$ cat config.mk
export PLATFORM = sky130hd
export DESIGN_NAME = pbr_phy_base_register_bank
export DESIGN_NICKNAME = d
export VERILOG_FILES = /design/src/pkg/pbr_pkg.sv /design/src/pkg/pbr_link_request_line_if.sv /design/src/hdl/pbr_link_request_line_rx.sv /design/src/hdl/pbr_phy_base_register_bank.sv
export SDC_FILE = /design/constraint.sdc
export NUM_CORES = 1
export LEC_CHECK = 0
export ABC_CLOCK_PERIOD_IN_PS = 6000
export BUFFER_PORTS_ARGS = -buffer_cell sky130_fd_sc_hd__buf_2
export CAP_MARGIN = 40
export CELL_PAD_IN_SITES_DETAIL_PLACEMENT = 1
export CELL_PAD_IN_SITES_GLOBAL_PLACEMENT = 1
export CORE_MARGIN = 2
export CORE_UTILIZATION = 30
export CTS_CLUSTER_DIAMETER = 100
export DETAILED_ROUTE_END_ITERATION = 10
export GPL_TIMING_DRIVEN = 0
export PLACE_DENSITY_LB_ADDON = 0.2
export SLEW_MARGIN = 10
export SYNTH_ARGS = -nofsm -noshare
export SYNTH_HDL_FRONTEND = slang
export SYNTH_SLANG_ARGS = --single-unit
$ cat constraint.sdc
create_clock -name core_clk -period 6 [get_ports core_clk]
set_input_delay 0.6 -clock core_clk [delete_from_list [all_inputs] [get_ports core_clk]]
set_output_delay 0.6 -clock core_clk [all_outputs]
set_load 0.02 [all_outputs]
$ cat src/pkg/pbr_pkg.sv
// pbr_pkg: constants and types for the phy base register bank
package pbr_pkg;

    // register indices as carried in a link request
    localparam logic [3:0] REG_NODE_IDENTITY_STATUS       = 4'h0;
    localparam logic [3:0] REG_ROOT_RESET_GAP_CONTROL     = 4'h1;
    localparam logic [3:0] REG_MAP_AND_PORT_CAPABILITY    = 4'h2;
    localparam logic [3:0] REG_SPEED_AND_DELAY_CAPABILITY = 4'h3;
    localparam logic [3:0] REG_SELF_ID_CONTENT_CONTROL    = 4'h4;
    localparam logic [3:0] REG_EVENT_AND_ENHANCEMENT_CTRL = 4'h5;
    localparam logic [3:0] REG_RESERVED_BYTE              = 4'h6;
    localparam logic [3:0] REG_PAGED_REGISTER_SELECTOR    = 4'h7;

    // bit n of a serial-bus byte is vector index 7-n (bit 0 is the msb)
    localparam int BIT_NODE_ID_LSB      = 2;
    localparam int BIT_ROOT             = 1;
    localparam int BIT_CABLE_POWER      = 0;
    localparam int BIT_ROOT_HOLDOFF     = 7;
    localparam int BIT_LONG_RESET       = 6;
    localparam int BIT_LINK_ON          = 7;
    localparam int BIT_CONTENDER        = 6;
    localparam int BIT_PWR_CLASS_MSB    = 2;
    localparam int BIT_RESUME_INT       = 7;
    localparam int BIT_SHORT_RESET      = 6;
    localparam int BIT_LOOP             = 5;
    localparam int BIT_PWR_FAIL         = 4;
    localparam int BIT_TIMEOUT          = 3;
    localparam int BIT_PORT_EVENT       = 2;
    localparam int BIT_ENAB_ACCEL       = 1;
    localparam int BIT_ENAB_MULTI       = 0;
    localparam int BIT_PAGE_SELECT_LSB  = 5;
    localparam int BIT_PORT_SELECT_MSB  = 3;

    // fixed capability codes and reset values
    localparam logic [2:0] EXTENDED_MAP_CODE = 3'h7;
    localparam logic [3:0] TOTAL_PORTS_CODE  = 4'hC;
    localparam logic [2:0] MAX_SPEED_CODE    = 3'h2;
    localparam logic [3:0] DELAY_CODE        = 4'h0;
    localparam logic [2:0] JITTER_CODE       = 3'h0;
    localparam logic [5:0] GAP_COUNT_RESET   = 6'h3F;
    localparam logic       LINK_ON_RESET     = 1'b1;

    // link request framing
    localparam logic [2:0] REQ_TYPE_READ  = 3'h4;
    localparam logic [2:0] REQ_TYPE_WRITE = 3'h5;
    localparam logic [2:0] TYPE_BITS_LAST = 3'h2;
    localparam logic [2:0] ADDR_BITS_LAST = 3'h3;
    localparam logic [2:0] DATA_BITS_LAST = 3'h7;

    // long bus reset duration, rounded up to whole clock cycles
    localparam int         CLK_PERIOD_NS      = 100;
    localparam int         LONG_RESET_NS      = 167000;
    localparam int         LONG_RESET_CYCLES  =
        (LONG_RESET_NS + CLK_PERIOD_NS - 1) / CLK_PERIOD_NS;
    localparam logic [10:0] LONG_RESET_COUNT  = 11'(LONG_RESET_CYCLES);

    typedef enum logic [2:0] {
        PBR_RX_IDLE = 3'b000,
        PBR_RX_TYPE = 3'b001,
        PBR_RX_ADDR = 3'b010,
        PBR_RX_DATA = 3'b011,
        PBR_RX_STOP = 3'b100,
        PBR_RX_SKIP = 3'b101
    } pbr_rx_state_t;

endpackage

$ cat src/pkg/pbr_link_request_line_if.sv
// pbr_link_request_line_if: decoded register request from the link receiver
`timescale 1ns/1ps
`default_nettype none
interface pbr_link_request_line_if;
    logic       req_valid;
    logic       req_write;
    logic [3:0] req_addr;
    logic [7:0] req_data;

    modport rx   (output req_valid, req_write, req_addr, req_data);
    modport bank (input req_valid, req_write, req_addr, req_data);
endinterface
`default_nettype wire

$ cat src/hdl/pbr_link_request_line_rx.sv
// pbr_link_request_line_rx: deserialises register requests from the link
`timescale 1ns/1ps
`default_nettype none
module pbr_link_request_line_rx
    import pbr_pkg::*;
(
    input  wire logic    core_clk,
    input  wire logic    reset,
    input  wire logic    link_request_line,
    pbr_link_request_line_if.rx       req
);

    pbr_rx_state_t state;
    pbr_rx_state_t next_state;
    logic [2:0]    bit_cnt;
    logic [2:0]    next_bit_cnt;
    logic [7:0]    shift;
    logic [7:0]    next_shift;
    logic          is_write;
    logic          next_is_write;
    logic          next_valid;
    logic [3:0]    next_addr;
    logic [7:0]    next_data;

    // frame: start 1, type msb first, address, data on writes, stop
    always_comb begin
        next_state    = state;
        next_bit_cnt  = bit_cnt + 3'h1;
        next_shift    = {shift[6:0], link_request_line};
        next_is_write = is_write;
        next_valid    = 1'b0;
        next_addr     = req.req_addr;
        next_data     = req.req_data;
        case (state)
            PBR_RX_IDLE: begin
                next_bit_cnt = 3'h0;
                if (link_request_line) begin
                    next_state = PBR_RX_TYPE;
                end
            end
            PBR_RX_TYPE: begin
                if (bit_cnt == TYPE_BITS_LAST) begin
                    next_bit_cnt  = 3'h0;
                    next_is_write = (next_shift[2:0] == REQ_TYPE_WRITE);
                    if (next_shift[2:0] == REQ_TYPE_READ ||
                        next_shift[2:0] == REQ_TYPE_WRITE) begin
                        next_state = PBR_RX_ADDR;
                    end else begin
                        next_state = PBR_RX_SKIP; // other requests are not ours
                    end
                end
            end
            PBR_RX_ADDR: begin
                if (bit_cnt == ADDR_BITS_LAST) begin
                    next_bit_cnt = 3'h0;
                    next_addr    = next_shift[3:0];
                    next_state   = is_write ? PBR_RX_DATA : PBR_RX_STOP;
                end
            end
            PBR_RX_DATA: begin
                if (bit_cnt == DATA_BITS_LAST) begin
                    next_data  = next_shift;
                    next_state = PBR_RX_STOP;
                end
            end
            PBR_RX_STOP: begin
                next_valid = 1'b1; // request goes to the bank
                next_state = PBR_RX_IDLE;
            end
            PBR_RX_SKIP: begin
                if (!link_request_line) begin
                    next_state = PBR_RX_IDLE;
                end
            end
            default: begin
                next_state = PBR_RX_IDLE;
            end
        endcase
    end

    // receiver state
    always_ff @(posedge core_clk or posedge reset) begin
        if (reset) begin
            state         <= PBR_RX_IDLE;
            bit_cnt       <= 3'h0;
            shift         <= 8'h00;
            is_write      <= 1'b0;
            req.req_valid <= 1'b0;
            req.req_write <= 1'b0;
            req.req_addr  <= 4'h0;
            req.req_data  <= 8'h00;
        end else begin
            state         <= next_state;
            bit_cnt       <= next_bit_cnt;
            shift         <= next_shift;
            is_write      <= next_is_write;
            req.req_valid <= next_valid;
            req.req_write <= next_is_write;
            req.req_addr  <= next_addr;
            req.req_data  <= next_data;
        end
    end

endmodule
`default_nettype wire

$ cat src/hdl/pbr_phy_base_register_bank.sv
// pbr_phy_base_register_bank: base registers 00h to 07h of a twelve-port phy
// Overview of operation
// - register 00h bits 0..5 read the node id from self-identification
// - register 00h bit 6 reads one once this node is root
// - register 00h bit 7 reads one while cable power is above 7.5V
// - power dropping below 7.5V clears bit 7 and sets power-fail
// - root holdoff bit makes the node try to be root after next reset
// - writing long reset request drives a 167 us long bus reset
// - long reset request bit clears itself once acted upon
// - gap count resets to 3Fh and returns there from the second bus reset
// - gap count is writable and times arbitration gaps
// - register 02h bits 0..2 always read 111
// - register 02h bits 4..7 read port total code 1100
// - register 03h bits 0..2 read speed code 010
// - register 03h bits 4..7 read repeater delay code 0000
// - requests come over the link request line, reads answer to link
// - power-fail flag sets on power falling, cleared by writing one
// - short reset request bit issues an arbitrated reset and self-clears
// - link-active indication is link-on bit AND link power status
`timescale 1ns/1ps
`default_nettype none
module pbr_phy_base_register_bank
    import pbr_pkg::*;
(
    input  wire logic       core_clk,
    input  wire logic       reset,
    input  wire logic       link_request_line,
    input  wire logic       self_id_done,
    input  wire logic [5:0] self_id_node,
    input  wire logic       self_id_root,
    input  wire logic       cable_power_above,
    input  wire logic       link_power_status,
    input  wire logic       bus_reset_seen,
    input  wire logic [2:0] pwr_class_strap,
    input  wire logic       loop_detected,
    input  wire logic       arb_timeout,
    input  wire logic       port_change,
    input  wire logic       resume_start,
    output logic            rd_resp_valid,
    output logic [3:0]      rd_resp_addr,
    output logic [7:0]      rd_resp_data,
    output logic            long_reset_drive,
    output logic            short_reset_issue,
    output logic            root_contend,
    output logic [5:0]      gap_count,
    output logic            link_active_ind,
    output logic            self_id_contender,
    output logic [2:0]      self_id_pwr_class,
    output logic            accel_enable,
    output logic            multi_speed_enable
);

    pbr_link_request_line_if req_bus ();
    // link request receiver
    pbr_link_request_line_rx u_rx (
        .core_clk          (core_clk),
        .reset             (reset),
        .link_request_line (link_request_line),
        .req               (req_bus.rx)
    );

    logic wr_strobe;
    logic rd_strobe;
    logic [7:0] wr_data;

    assign wr_strobe = req_bus.req_valid & req_bus.req_write;
    assign rd_strobe = req_bus.req_valid & ~req_bus.req_write;
    assign wr_data   = req_bus.req_data;

    // node identity and cable power status
    logic [5:0] node_identifier;
    logic [5:0] next_node_identifier;
    logic       node_is_root;
    logic       next_node_is_root;
    logic       cable_power_ok;
    logic       next_cable_power_ok;
    logic       power_fall;

    // capture self-id results and sample the power comparator
    always_comb begin
        next_node_identifier = node_identifier;
        next_node_is_root    = node_is_root;
        if (self_id_done) begin
            next_node_identifier = self_id_node;
            next_node_is_root    = self_id_root;
        end
        next_cable_power_ok = cable_power_above;
    end

    assign power_fall = cable_power_ok & ~cable_power_above;

    always_ff @(posedge core_clk or posedge reset) begin
        if (reset) begin
            node_identifier <= 6'h00;
            node_is_root    <= 1'b0;
            cable_power_ok  <= 1'b0;
        end else begin
            node_identifier <= next_node_identifier;
            node_is_root    <= next_node_is_root;
            cable_power_ok  <= next_cable_power_ok;
        end
    end

    // writable control state
    logic       root_holdoff;
    logic       next_root_holdoff;
    logic       long_reset_request;
    logic       next_long_reset_request;
    logic [5:0] next_gap_count;
    logic       gap_reset_armed;
    logic       next_gap_reset_armed;
    logic       link_on;
    logic       next_link_on;
    logic       contender;
    logic       next_contender;
    logic [2:0] pwr_class;
    logic [2:0] next_pwr_class;
    logic       strap_taken;
    logic       next_strap_taken;
    logic       resume_int;
    logic       next_resume_int;
    logic       short_reset_request;
    logic       next_short_reset_request;
    logic       loop_flag;
    logic       next_loop_flag;
    logic       pwr_fail;
    logic       next_pwr_fail;
    logic       timeout_flag;
    logic       next_timeout_flag;
    logic       port_event;
    logic       next_port_event;
    logic       enab_accel;
    logic       next_enab_accel;
    logic       enab_multi;
    logic       next_enab_multi;
    logic [2:0] page_select;
    logic [2:0] next_page_select;
    logic [3:0] port_select;
    logic [3:0] next_port_select;
    logic       long_start;
    logic       wr01;
    logic       wr04;
    logic       wr05;
    logic       wr07;

    assign wr01 = wr_strobe && req_bus.req_addr == REG_ROOT_RESET_GAP_CONTROL;
    assign wr04 = wr_strobe && req_bus.req_addr == REG_SELF_ID_CONTENT_CONTROL;
    assign wr05 = wr_strobe && req_bus.req_addr == REG_EVENT_AND_ENHANCEMENT_CTRL;
    assign wr07 = wr_strobe && req_bus.req_addr == REG_PAGED_REGISTER_SELECTOR;

    // register writes and event flags
    always_comb begin
        next_root_holdoff        = root_holdoff;
        next_long_reset_request  = long_reset_request & ~long_start;
        next_gap_count           = gap_count;
        next_gap_reset_armed     = gap_reset_armed;
        next_link_on             = link_on;
        next_contender           = contender;
        next_pwr_class           = pwr_class;
        next_strap_taken         = 1'b1;
        next_resume_int          = resume_int;
        next_short_reset_request = 1'b0;
        next_loop_flag           = loop_flag;
        next_pwr_fail            = pwr_fail;
        next_timeout_flag        = timeout_flag;
        next_port_event          = port_event;
        next_enab_accel          = enab_accel;
        next_enab_multi          = enab_multi;
        next_page_select         = page_select;
        next_port_select         = port_select;
        // power class straps are caught on the first edge after reset
        if (!strap_taken) begin
            next_pwr_class = pwr_class_strap;
        end
        // first bus reset after a write keeps the gap, later ones restore it
        if (bus_reset_seen) begin
            next_gap_reset_armed = 1'b1;
            if (gap_reset_armed) begin
                next_gap_count = GAP_COUNT_RESET;
            end
        end
        if (wr01) begin
            next_root_holdoff    = wr_data[BIT_ROOT_HOLDOFF];
            next_gap_count       = wr_data[5:0];
            next_gap_reset_armed = 1'b0;
            if (wr_data[BIT_LONG_RESET]) begin
                next_long_reset_request = 1'b1;
            end
        end
        if (wr04) begin
            next_link_on   = wr_data[BIT_LINK_ON];
            next_contender = wr_data[BIT_CONTENDER];
            next_pwr_class = wr_data[BIT_PWR_CLASS_MSB:0]; // jitter stays fixed
        end
        if (wr05) begin
            next_resume_int          = wr_data[BIT_RESUME_INT];
            next_short_reset_request = wr_data[BIT_SHORT_RESET];
            next_enab_accel          = wr_data[BIT_ENAB_ACCEL];
            next_enab_multi          = wr_data[BIT_ENAB_MULTI];
            if (wr_data[BIT_LOOP]) begin
                next_loop_flag = 1'b0;
            end
            if (wr_data[BIT_PWR_FAIL]) begin
                next_pwr_fail = 1'b0;
            end
            if (wr_data[BIT_TIMEOUT]) begin
                next_timeout_flag = 1'b0;
            end
            if (wr_data[BIT_PORT_EVENT]) begin
                next_port_event = 1'b0;
            end
        end
        if (wr07) begin
            next_page_select = wr_data[7:BIT_PAGE_SELECT_LSB];
            next_port_select = wr_data[BIT_PORT_SELECT_MSB:0];
        end
        // event sets come last so they win a same-cycle clear
        if (power_fall) begin
            next_pwr_fail = 1'b1;
        end
        if (loop_detected) begin
            next_loop_flag = 1'b1;
        end
        if (arb_timeout) begin
            next_timeout_flag = 1'b1;
        end
        if (port_change || (resume_start && resume_int)) begin
            next_port_event = 1'b1;
        end
    end

    always_ff @(posedge core_clk or posedge reset) begin
        if (reset) begin
            root_holdoff        <= 1'b0;
            long_reset_request  <= 1'b0;
            gap_count           <= GAP_COUNT_RESET;
            gap_reset_armed     <= 1'b1;
            link_on             <= LINK_ON_RESET;
            contender           <= 1'b0;
            pwr_class           <= 3'h0;
            strap_taken         <= 1'b0;
            resume_int          <= 1'b0;
            short_reset_request <= 1'b0;
            loop_flag           <= 1'b0;
            pwr_fail            <= 1'b0;
            timeout_flag        <= 1'b0;
            port_event          <= 1'b0;
            enab_accel          <= 1'b0;
            enab_multi          <= 1'b0;
            page_select         <= 3'h0;
            port_select         <= 4'h0;
        end else begin
            root_holdoff        <= next_root_holdoff;
            long_reset_request  <= next_long_reset_request;
            gap_count           <= next_gap_count;
            gap_reset_armed     <= next_gap_reset_armed;
            link_on             <= next_link_on;
            contender           <= next_contender;
            pwr_class           <= next_pwr_class;
            strap_taken         <= next_strap_taken;
            resume_int          <= next_resume_int;
            short_reset_request <= next_short_reset_request;
            loop_flag           <= next_loop_flag;
            pwr_fail            <= next_pwr_fail;
            timeout_flag        <= next_timeout_flag;
            port_event          <= next_port_event;
            enab_accel          <= next_enab_accel;
            enab_multi          <= next_enab_multi;
            page_select         <= next_page_select;
            port_select         <= next_port_select;
        end
    end

    // long bus reset timer and link-active indication
    logic [10:0] long_cnt;
    logic [10:0] next_long_cnt;
    logic        next_long_reset_drive;
    logic        next_link_active_ind;

    // a pending request waits for a running drive to end
    assign long_start = long_reset_request & ~long_reset_drive;

    always_comb begin
        next_long_cnt         = long_cnt;
        next_long_reset_drive = long_reset_drive;
        if (long_start) begin
            next_long_cnt         = LONG_RESET_COUNT - 11'h001;
            next_long_reset_drive = 1'b1;
        end else if (long_reset_drive) begin
            if (long_cnt == 11'h000) begin
                next_long_reset_drive = 1'b0;
            end else begin
                next_long_cnt = long_cnt - 11'h001;
            end
        end
        next_link_active_ind = link_on & link_power_status;
    end

    always_ff @(posedge core_clk or posedge reset) begin
        if (reset) begin
            long_cnt         <= 11'h000;
            long_reset_drive <= 1'b0;
            link_active_ind  <= 1'b0;
        end else begin
            long_cnt         <= next_long_cnt;
            long_reset_drive <= next_long_reset_drive;
            link_active_ind  <= next_link_active_ind;
        end
    end

    // register copies to the arbitration and self-id logic
    assign root_contend       = root_holdoff;
    assign short_reset_issue  = short_reset_request;
    assign self_id_contender  = contender;
    assign self_id_pwr_class  = pwr_class;
    assign accel_enable       = enab_accel;
    assign multi_speed_enable = enab_multi;

    // read multiplexer and answer to the link
    logic [7:0] rd_value;
    logic       next_rd_resp_valid;
    logic [3:0] next_rd_resp_addr;
    logic [7:0] next_rd_resp_data;

    always_comb begin
        case (req_bus.req_addr)
            REG_NODE_IDENTITY_STATUS:
                rd_value = {node_identifier, node_is_root, cable_power_ok};
            REG_ROOT_RESET_GAP_CONTROL:
                rd_value = {root_holdoff, long_reset_request, gap_count};
            REG_MAP_AND_PORT_CAPABILITY:
                rd_value = {EXTENDED_MAP_CODE, 1'b0, TOTAL_PORTS_CODE};
            REG_SPEED_AND_DELAY_CAPABILITY:
                rd_value = {MAX_SPEED_CODE, 1'b0, DELAY_CODE};
            REG_SELF_ID_CONTENT_CONTROL:
                rd_value = {link_on, contender, JITTER_CODE, pwr_class};
            REG_EVENT_AND_ENHANCEMENT_CTRL:
                rd_value = {resume_int, short_reset_request, loop_flag, pwr_fail,
                            timeout_flag, port_event, enab_accel, enab_multi};
            REG_PAGED_REGISTER_SELECTOR:
                rd_value = {page_select, 1'b0, port_select};
            default:
                rd_value = 8'h00; // reserved byte and unmapped reads
        endcase
        next_rd_resp_valid = rd_strobe;
        next_rd_resp_addr  = rd_resp_addr;
        next_rd_resp_data  = rd_resp_data;
        if (rd_strobe) begin
            next_rd_resp_addr = req_bus.req_addr;
            next_rd_resp_data = rd_value;
        end
    end

    always_ff @(posedge core_clk or posedge reset) begin
        if (reset) begin
            rd_resp_valid <= 1'b0;
            rd_resp_addr  <= 4'h0;
            rd_resp_data  <= 8'h00;
        end else begin
            rd_resp_valid <= next_rd_resp_valid;
            rd_resp_addr  <= next_rd_resp_addr;
            rd_resp_data  <= next_rd_resp_data;
        end
    end
endmodule
`default_nettype wire

==> results.yml, run 1 <==
power_and_ir_drop:
  p_int_w: 0.001433
  ir_drop_mv: 0.1867
  power_w: 0.002199
  p_switching_w: 0.0007664
  p_leak_nw: 2.148
  seqPwrFrac_pct: 40.2
  pwr-share-clk_pct: 28.0
  p_per_area_mw_per_mm2: 449.9
  p_sw_share_pct: 34.85
  power_frac_comb_pct: 31.8
synthesis:
  synth_top_area_cell: "dfrtp_1"
  synth_nets: 384
  synth_area_leaders: "dfrtp_1 (51%), mux2_2 (11%), dfstp_2 (5.2%)"
  yosysUniqueCellTypes: 56
  synth_edf_count: 0
  synth_common_cells: "dfrtp_1 (83), mux2_2 (39), nand2_1 (26), o21ai_0 (24)"
  syn-instance-count: 357
  synthFlopType: "dfrtp_1"
  async_flop_share_pct: 100.0
  yosys_warnings: 0
  syn_avg_cell_area_um2: 11.41
  yosysSeqAreaShare_pct: 56.14
  ys_ff_latch: 91
  yosysMostFrequentCell: "dfrtp_1"
  synth_top_area_share_pct: 50.98
  synth_area_mm2: 0.004074
critical_path:
  crit_chain: "inv_1 > ha_1 > or4b_4 > a211o_1 > or3_4 > o32a_1"
  crit_path_start_kind: "register"
  required_ns: 6.22
  cpPeakStageDelay_ns: 0.49
  crit_path_max_fanout: 5
  end_kind: "register"
  r2r_start: "long_cnt[0]"
  startpoint: "long_cnt[0]"
  path_class: "register to register"
  critical-path-slowest-cell: "or4b_4"
  cp_data_arrival_time_ns: 2.47
  critical_path_buf_inv_count: 1
  crit_family: "simple AND/OR/NAND/NOR gates"
layout:
  drive_gt1_share_pct: 27.96
  area_delta_synth_final_pct: 19.99
  fill_cells: 1504
  num_antenna_cells: 0
  nets: 444
drt:
  vias: 2949
  drt-met1-wl_mm: 4.837
  wire_per_inst_um: 16.99
  routed_wl_mm: 10.16
  wl_met3_um: 328
  drc_errors: 0
  routed-wl-met2_mm: 4.852
  ant_nets: 0
  post_drt_via_cell_ratio: 4.931
  top_layer: "met4"
  first_pass_iters: 5
  drt_iter0_markers: 126
die:
  fp.dieW_um: 120.5
  ios: 50
  fp.coreArea_mm2: 0.01324
  rows: 42
  dieArea_mm2: 0.01453
  initial_core_util_pct: 30.76
  die_h_um: 120.5
clocking:
  cts.path.max_buffers: 2
  root_buffer: "clkbuf_16"
  cts_buffers: 9
  insertion_delay_ns: 0.34
  cts_sinks: 91
  post_cts_resize_count: 0
  post_cts_buffers: 0
  cts.clk_slew.worst_paths_ns: 0.07
  cts.hold.buffers_added: 0
  htreeDepth: 3
  cts_tree: "built"
placement:
  routabilityCongestion: 0.7841
  post-dp-hpwl_mm: 7.439
  port_buffers: 48
sta:
  maxSlewViolCount: 0
  worst_slew_pin_slew_ns: 0.7995
  rsz0062_at_grt: "false"
  slew_headroom_pct: 46.29
  clock.fmax_mhz: 445.8
  clock_skew_ns: 0.009145
  finalCriticalPeriod_ns: 2.243
  fin_crit_sh_pct: 37.38
  finalSetupTns_ns: 0
  finalHoldViolations: 0
  setup_viol: 0
global_route:
  antenna_found_initial: 0
  grt_first_pass_wirelength_mm: 16.53
  grt_max_degree: 52
  grt_pass1_vias: 3094
  grt_use_total_pct: 14.88
  grt_overflow: 0
status:
  outcome: "finished clean"
hold_path:
  hold_path_class: "primary input to async pin"
flow_run:
  cap_violations: 0
-- cell usage in the layout, fill, tap and decap left out, types with 3 or more instances in the layout --
cell type	instances
a21oi_1	20
a22o_1	4
a22oi_1	6
a2bb2oi_1	3
and3_1	3
buf_2	48
clkbuf_1	18
clkbuf_16	9
dfrtp_1	83
dfstp_2	8
ha_1	6
inv_1	13
mux2_2	39
mux2i_1	7
nand2_1	26
nand2b_1	7
nand3_1	8
nand4b_1	3
nor2_1	20
nor2b_1	4
nor3_1	4
nor3b_1	3
nor4_1	3
o21ai_0	24
-- power groups by stage --
| stage | clock [W] | combinational (W) | sequential (W) |
|---|---|---|---|
| global placement | 0 | 0.000688 | 0.000889 |
| global route | 0.000662 | 0.000785 | 0.000908 |
| CTS | 0.000631 | 0.000707 | 0.000886 |
| floorplan | 0 | 0.000450 | 0.000918 |
| detailed placement | 0 | 0.000705 | 0.000896 |
| finish | 0.000615 | 0.000699 | 0.000885 |
-- sequential cells by signal, summed over array words and instances, names as in the netlist, 3 cells and up --
register and count:
long_cnt 11, u_rx.bit_cnt 3, page_select 3, rd_resp_addr 4, u_rx.state 3, u_rx.shift 7, u_rx.req.req_addr 4, node_identifier 6
gap_count 6, port_select 4, u_rx.req.req_data 8, self_id_pwr_class 3, rd_resp_data 8
-- per-layer routing --
metal | track usage (%) | vias to the layer above
li1 | - | 1408
met1 | 20.59 | 1489
met2 | 23.62 | 43
met3 | 2.594 | 9
met4 | 5.015 | 0
met5 | 0 | -
-- cells by family after synthesis --
kind of cell	synth area share (%)
DFF	56.14
other	0.09205
muxes	12.50
buffers and inverters	2.856
xor gates and xnor gates	0.2150
and+or+nand+nor	12.84
AOI/OAI and AO/OA	13.51
adders and majority gates	1.843
-- path summary, 6_finish.rpt --
| path | to | slack [ns] | cells past startpoint |
|---|---|---|---|
| max in group asynchronous | gap_count[4] | 4.97 | 3 |
| hold reg to reg | u_rx.shift[4] | 0.37 | 0 |
| hold / removal | u_rx.state[2] | 0.32 | 2 |
| min in group core_clk | u_rx.shift[4] | 0.37 | 0 |
| setup reg to reg | long_cnt[10] | 3.76 | 6 |
| setup / recovery | long_cnt[10] | 3.76 | 6 |
-- stage by stage --
stage	hold slack [ns]	util (%)	worst slack, ns	std cells	cell area [um^2]
global route	0.3608	36.91	3.617	598	4888
floorplan	0.3501	-	3.050	357	4074
CTS	0.3450	36.91	3.753	598	4888
global placement	0.3537	34.24	1.775	581	4534
detailed placement	0.3614	34.47	3.763	582	4564
finish	0.3187	36.91	3.757	598	4888
-- final cells by class --
cell class                 count  area, um^2  area share, %
multi-input combinational    235        1670          34.17
tap                          176       220.2          4.505
buffer                        17       63.81          1.305
inverter                      14       55.05          1.126
sequential                    91        2287          46.79
clock buffer                  14       264.0          5.401
timing repair buffer          49       267.8          5.477
clock inverter                 2       60.06          1.229
Power figures use the tool's default switching activity.
==> run 2: changes to the inputs <==
ABC_AREA = 1   (was not set)
ABC_CLOCK_PERIOD_IN_PS = 2330   (was 6000)
clock period = 2.33 ns   (was 6 ns; I/O delays follow)
==> run 2 against run 1 <==
  * Final area increased by 4.8%
  * Clock power grew to 2.7 times the previous value
  * Register-to-register slack worse by 3.2 ns
  * Cell count up 25%
  * Synthesized area increased by 4.1%
  * Combinational power increased to 2.5 times the previous value
  * Sequential cell count unchanged
  * Sequential power increased by 130%
  * Critical endpoint is now long_cnt[9]
==> results.yml, run 2 <==
drt:
  first_pass_iters: 4
  vias: 3387
  drt_iter0_markers: 148
  drc_errors: 0
  ant_nets: 0
  wire_per_inst_um: 15.11
  post_drt_via_cell_ratio: 4.540
  routed_wl_mm: 11.27
sta:
  clock.fmax_mhz: 555.0
  worst_slew_pin_slew_ns: 0.6870
  fin_crit_sh_pct: 77.32
  finalHoldViolations: 0
  clock_skew_ns: 0.007006
  setup_viol: 0
  finalSetupTns_ns: 0
  finalCriticalPeriod_ns: 1.802
  fin_hold_ws_ns: 0.07313
  maxSlewViolCount: 0
  rsz0062_at_grt: "false"
  slew_headroom_pct: 54.10
placement:
  post-dp-hpwl_mm: 8.641
  dpl_cell_area_mm2: 0.004755
  dp.cells: 728
  routabilityCongestion: 0.7799
  port_buffers: 49
critical_path:
  path_class: "register to register"
  crit_chain: "inv_1 > ha_1 > nand2_2 > nor2_2 > nand2_1 > nand2_4 > nand2_4 > buf_6 > nand2_1 > nand2_1"
  crit_path_max_fanout: 10
  crit_path_start_kind: "register"
  end_kind: "register"
  cpMostUsedCell: "nand2_1"
  critical_path_buf_inv_count: 2
  cpPeakStageDelay_ns: 0.40
  crit_family: "simple AND/OR/NAND/NOR gates"
  critical-path-slowest-cell: "dfrtp_1"
  required_ns: 2.57
  cp_data_arrival_time_ns: 2.04
layout:
  layout_common_cells: "nand2_1 (143), dfrtp_1 (83), inv_1 (63)"
  nets: 588
  area_delta_synth_final_pct: 20.80
  num_antenna_cells: 0
  stdcell_count: 746
  max_flop_register: "long_cnt"
  finish.instance_area_mm2: 0.005122
  drive_gt1_share_pct: 20.67
  layout_commonest_cell: "nand2_1"
  largest_reg_flops: 11
  top_regs: "long_cnt x11, rd_resp_data x8, u_rx.req.req_data x8"
global_route:
  grt_overflow: 0
  grt_pass1_vias: 3560
  grt_first_pass_wirelength_mm: 18.64
  grt_max_degree: 37
  grt_use_total_pct: 16.42
  antenna_found_initial: 0
clocking:
  cts.clk_slew.worst_paths_ns: 0.07
  cts_tree: "built"
  post_cts_buffers: 0
  post_cts_resize_count: 0
  insertion_delay_ns: 0.35
  cts.hold.buffers_added: 1
  cts_sinks: 91
  htreeDepth: 3
  root_buffer: "clkbuf_16"
  cts_buffers: 9
  cts.path.max_buffers: 2
die:
  dieArea_mm2: 0.01510
  die_h_um: 122.9
  rows: 43
  ios: 50
  fp.coreArea_mm2: 0.01383
  fp.dieW_um: 122.9
  initial_core_util_pct: 30.67
synthesis:
  syn_avg_cell_area_um2: 8.532
  syn-instance-count: 497
  synth_edf_count: 0
  synth_area_leaders: "dfrtp_1 (49%), nand2_1 (13%), inv_1 (5.7%)"
  synth_top_area_share_pct: 48.98
  yosys_warnings: 0
  yosysMostFrequentCell: "nand2_1"
  yosysSeqAreaShare_pct: 53.94
  synth_common_cells: "nand2_1 (143), dfrtp_1 (83), inv_1 (64), nor2_1 (43), o21ai_0 (40)"
  ys_ff_latch: 91
  yosysUniqueCellTypes: 34
  synthFlopType: "dfrtp_1"
  synth_nets: 524
  synth_area_mm2: 0.004240
  synth_top_area_cell: "dfrtp_1"
  async_flop_share_pct: 100.0
status:
  outcome: "finished clean"
power_and_ir_drop:
  p_leak_nw: 2.624
  ir_drop_mv: 0.4255
  p_per_area_mw_per_mm2: 1073
hold_path:
  hold_path_class: "primary input to register"
flow_run:
  cap_violations: 0
[run 2: power breakdown]
group          switching (W)  total [W]  internal (W)
Clock               0.000607    0.00166       0.00106
Sequential          0.000208    0.00206       0.00185
Combinational        0.00121    0.00177      0.000563
[run 2: area by class of cell]
| class | instances | area [um^2] |
|---|---|---|
| Fill cell | 1656 | 8705 |
| Sequential cell | 91 | 2287 |
| Multi-Input combinational cell | 327 | 1614 |
| Timing Repair Buffer | 53 | 305.3 |
| Clock buffer | 13 | 280.3 |
| Inverter | 70 | 269.0 |
| Tap cell | 180 | 225.2 |
| Buffer | 9 | 73.82 |
| Clock inverter | 3 | 67.56 |
[run 2: per-stage QoR]
stage / util, % / setup slack [ns] / power, W
final: 37.05 / 0.5283 / 0.005496
after global routing: 37.05 / 0.3396 / 0.005894
after CTS: 36.97 / 0.5134 / 0.005586
after detailed placement: 34.39 / 0.5287 / 0.003869
after global placement: 34.10 / 0.3200 / 0.003805
after floorplan: - / 0.8218 / 0.003280
[run 2: routing by layer]
| metal | GRT usage, % | up-vias | wire (um) |
|---|---|---|---|
| li1 | - | 1697 | - |
| met5 | 0 | - | 0 |
| met2 | 26.48 | 40 | 5303 |
| met3 | 5.258 | 5 | 374 |
| met4 | 3.448 | 0 | 92 |
| met1 | 21.64 | 1645 | 5499 |
[run 2: worst paths after layout]
kind                               startpoint              endpoint  cells past startpoint  slack, ns
worst max-delay path              long_cnt[0]           long_cnt[9]                     10       0.53
worst max register to register    long_cnt[0]           long_cnt[9]                     10       0.53
worst min register to register  u_rx.shift[0]         u_rx.shift[1]                      0       0.38
min in group asynchronous               reset  u_rx.req.req_data[5]                      3       0.54
max in group asynchronous               reset               link_on                      4       1.11
worst min-delay path            loop_detected             loop_flag                      3       0.07
[run 2: kinds of logic after synthesis]
logic type / synth area share, %
compound gates: 9.944
xor+xnor: 0.2066
fa+ha+maj: 1.770
buf+inv: 7.996
flops: 53.94
mux: 0.7966
other cells: 0.08844
simple gates: 25.26
[run 2: tightest hold or removal path, stage by stage]
cell	delay, ns
buf_2	0.07
inv_1	0.03
nand2_1	0.05
==> run 3: changes to the inputs <==
ABC_AREA = 0   (was 1)
ABC_CLOCK_PERIOD_IN_PS = 1800   (was 2330)
clock period = 1.8 ns   (was 2.33 ns; I/O delays follow)
==> run 3 against run 2 <==
  * The run now ends with negative setup slack left
  * Via count fell by 10%
  * Critical path depth fell by 4
  * Sequential power rose by 49%
  * Clock skew barely moved
  * Die area fell by 3.8%
  * Final area rose by 1.3%
==> results.yml, run 3 (synthesis gave the netlist of run 1 again) <==
placement:
  routabilityCongestion: 0.7533
  post-dp-hpwl_mm: 7.598
  place_ws_ns: -0.3713
  port_buffers: 48
  dpl_cell_area_mm2: 0.004608
critical_path:
  crit_path_start_kind: "register"
  critical_path_buf_inv_count: 1
  cpPeakStageDelay_ns: 0.46
  required_ns: 2.02
  crit_family: "simple AND/OR/NAND/NOR gates"
  cp_data_arrival_time_ns: 2.31
  reg2reg_setup_slack_ns: -0.28
  crit_path_max_fanout: 2
  path_class: "register to register"
  critical-path-slowest-cell: "or4b_4"
  crit_chain: "inv_2 > ha_4 > or4b_4 > a211o_1 > or3_4 > o32a_1"
  end_kind: "register"
power_and_ir_drop:
  power_frac_comb_pct: 32.7
  p_per_area_mw_per_mm2: 1461
  p_leak_nw: 2.292
  p_sw_share_pct: 36.00
  power_w: 0.007583
  pwr-share-clk_pct: 26.7
  ir_drop_mv: 0.5469
  seqPwrFrac_pct: 40.5
  p_int_w: 0.004853
  p_switching_w: 0.002730
clocking:
  cts_buffers: 9
  cts.clk_slew.worst_paths_ns: 0.06
  insertion_delay_ns: 0.34
  cts_tree: "built"
  htreeDepth: 3
  root_buffer: "clkbuf_16"
  cts_sinks: 91
  cts.path.max_buffers: 2
drt:
  post_drt_via_cell_ratio: 4.964
  drt_iter0_markers: 111
  vias: 3043
  first_pass_iters: 4
  drc_errors: 0
  routed_wl_mm: 10.48
  wire_per_inst_um: 17.10
  ant_nets: 0
layout:
  drive_gt1_share_pct: 37.53
  top_regs: "long_cnt x11, rd_resp_data x8, u_rx.req.req_data x8"
  nets: 459
  area_delta_synth_final_pct: 27.36
  layout_common_cells: "dfrtp_1 (81), buf_2 (49), mux2_2 (39)"
  layout_commonest_cell: "dfrtp_1"
  num_antenna_cells: 0
  finish.instance_area_mm2: 0.005189
  max_flop_register: "long_cnt"
  largest_reg_flops: 11
sta:
  finalHoldViolations: 0
  clock.fmax_mhz: 480.3
  clock_skew_ns: 0.006570
  worst_slew_pin_slew_ns: 0.5461
  fin_crit_sh_pct: 115.7
  rsz0062_at_grt: "true"
  setup_viol: 11
  fin_hold_ws_ns: 0.01787
  finalCriticalPeriod_ns: 2.082
  slew_headroom_pct: 63.59
  fin_ws_ns: -0.2819
  maxSlewViolCount: 0
status:
  violations: "negative setup slack"
  outcome: "complete, but fails checks"
die:
  die_h_um: 120.5
  fp.dieW_um: 120.5
  initial_core_util_pct: 30.76
  rows: 42
  fp.coreArea_mm2: 0.01324
  ios: 50
  dieArea_mm2: 0.01453
global_route:
  antenna_found_initial: 0
  grt_use_total_pct: 15.26
  grt_first_pass_wirelength_mm: 16.98
  grt_max_degree: 29
  grt_pass1_vias: 3105
  grt_overflow: 0
flow_run:
  cap_violations: 0
hold_path:
  hold_path_class: "primary input to register"
[run 3: metrics by stage]
stage,util [%],instances,TNS [ns]
6_report,39.18,613,-1.985
4_1_cts,38.79,610,-2.291
5_1_grt,39.18,613,-2.704
2_1_floorplan,-,357,-1.165
3_3_place_gp,34.29,581,-20.56
3_5_place_dp,34.80,584,-9.144
[run 3: final cells by class]
class | instances | area [um^2]
Buffer | 13 | 58.81
Clock buffer | 10 | 229.0
Clock inverter | 6 | 90.09
Fill cell | 1455 | 8054
Inverter | 14 | 56.30
Multi-Input combinational cell | 235 | 1792
Sequential cell | 91 | 2290
Tap cell | 176 | 220.2
Timing Repair Buffer | 68 | 452.9
[run 3: worst paths after layout]
check,startpoint,endpoint,cells past startpoint
min,loop_detected,loop_flag,2
min in group asynchronous,reset,u_rx.bit_cnt[0],3
max in group asynchronous,reset,link_on,5
max,long_cnt[1],long_cnt[10],6
min reg2reg,u_rx.shift[5],u_rx.shift[6],0
max reg2reg,long_cnt[1],long_cnt[10],6
[run 3: power by group through the flow]
| stage | sequential, W | clock [W] | combinational [W] |
|---|---|---|---|
| floorplan | 0.00306 | 0 | 0.00150 |
| global placement | 0.00297 | 0 | 0.00229 |
| detailed placement | 0.00299 | 0 | 0.00235 |
| CTS | 0.00304 | 0.00210 | 0.00249 |
| global route | 0.00316 | 0.00217 | 0.00275 |
| finish | 0.00307 | 0.00203 | 0.00248 |
[run 3: repair_timing]
action,4_1_cts,5_1_grt
endpoints found under the hold margin,16,0
gates cloned,0,0
pin swaps,4,4
setup buffers,10,7
hold buffers,2,0
endpoints found under the setup margin,55,44
resized for setup,28,14
[run 3: layer usage]
metal,GRT usage (%),routed length [um],part of all wire [%]
met5,0,0,0
met3,2.500,257,2.5
met1,20.49,4954,47
met2,24.75,5114,49
met4,5.814,157,1.5
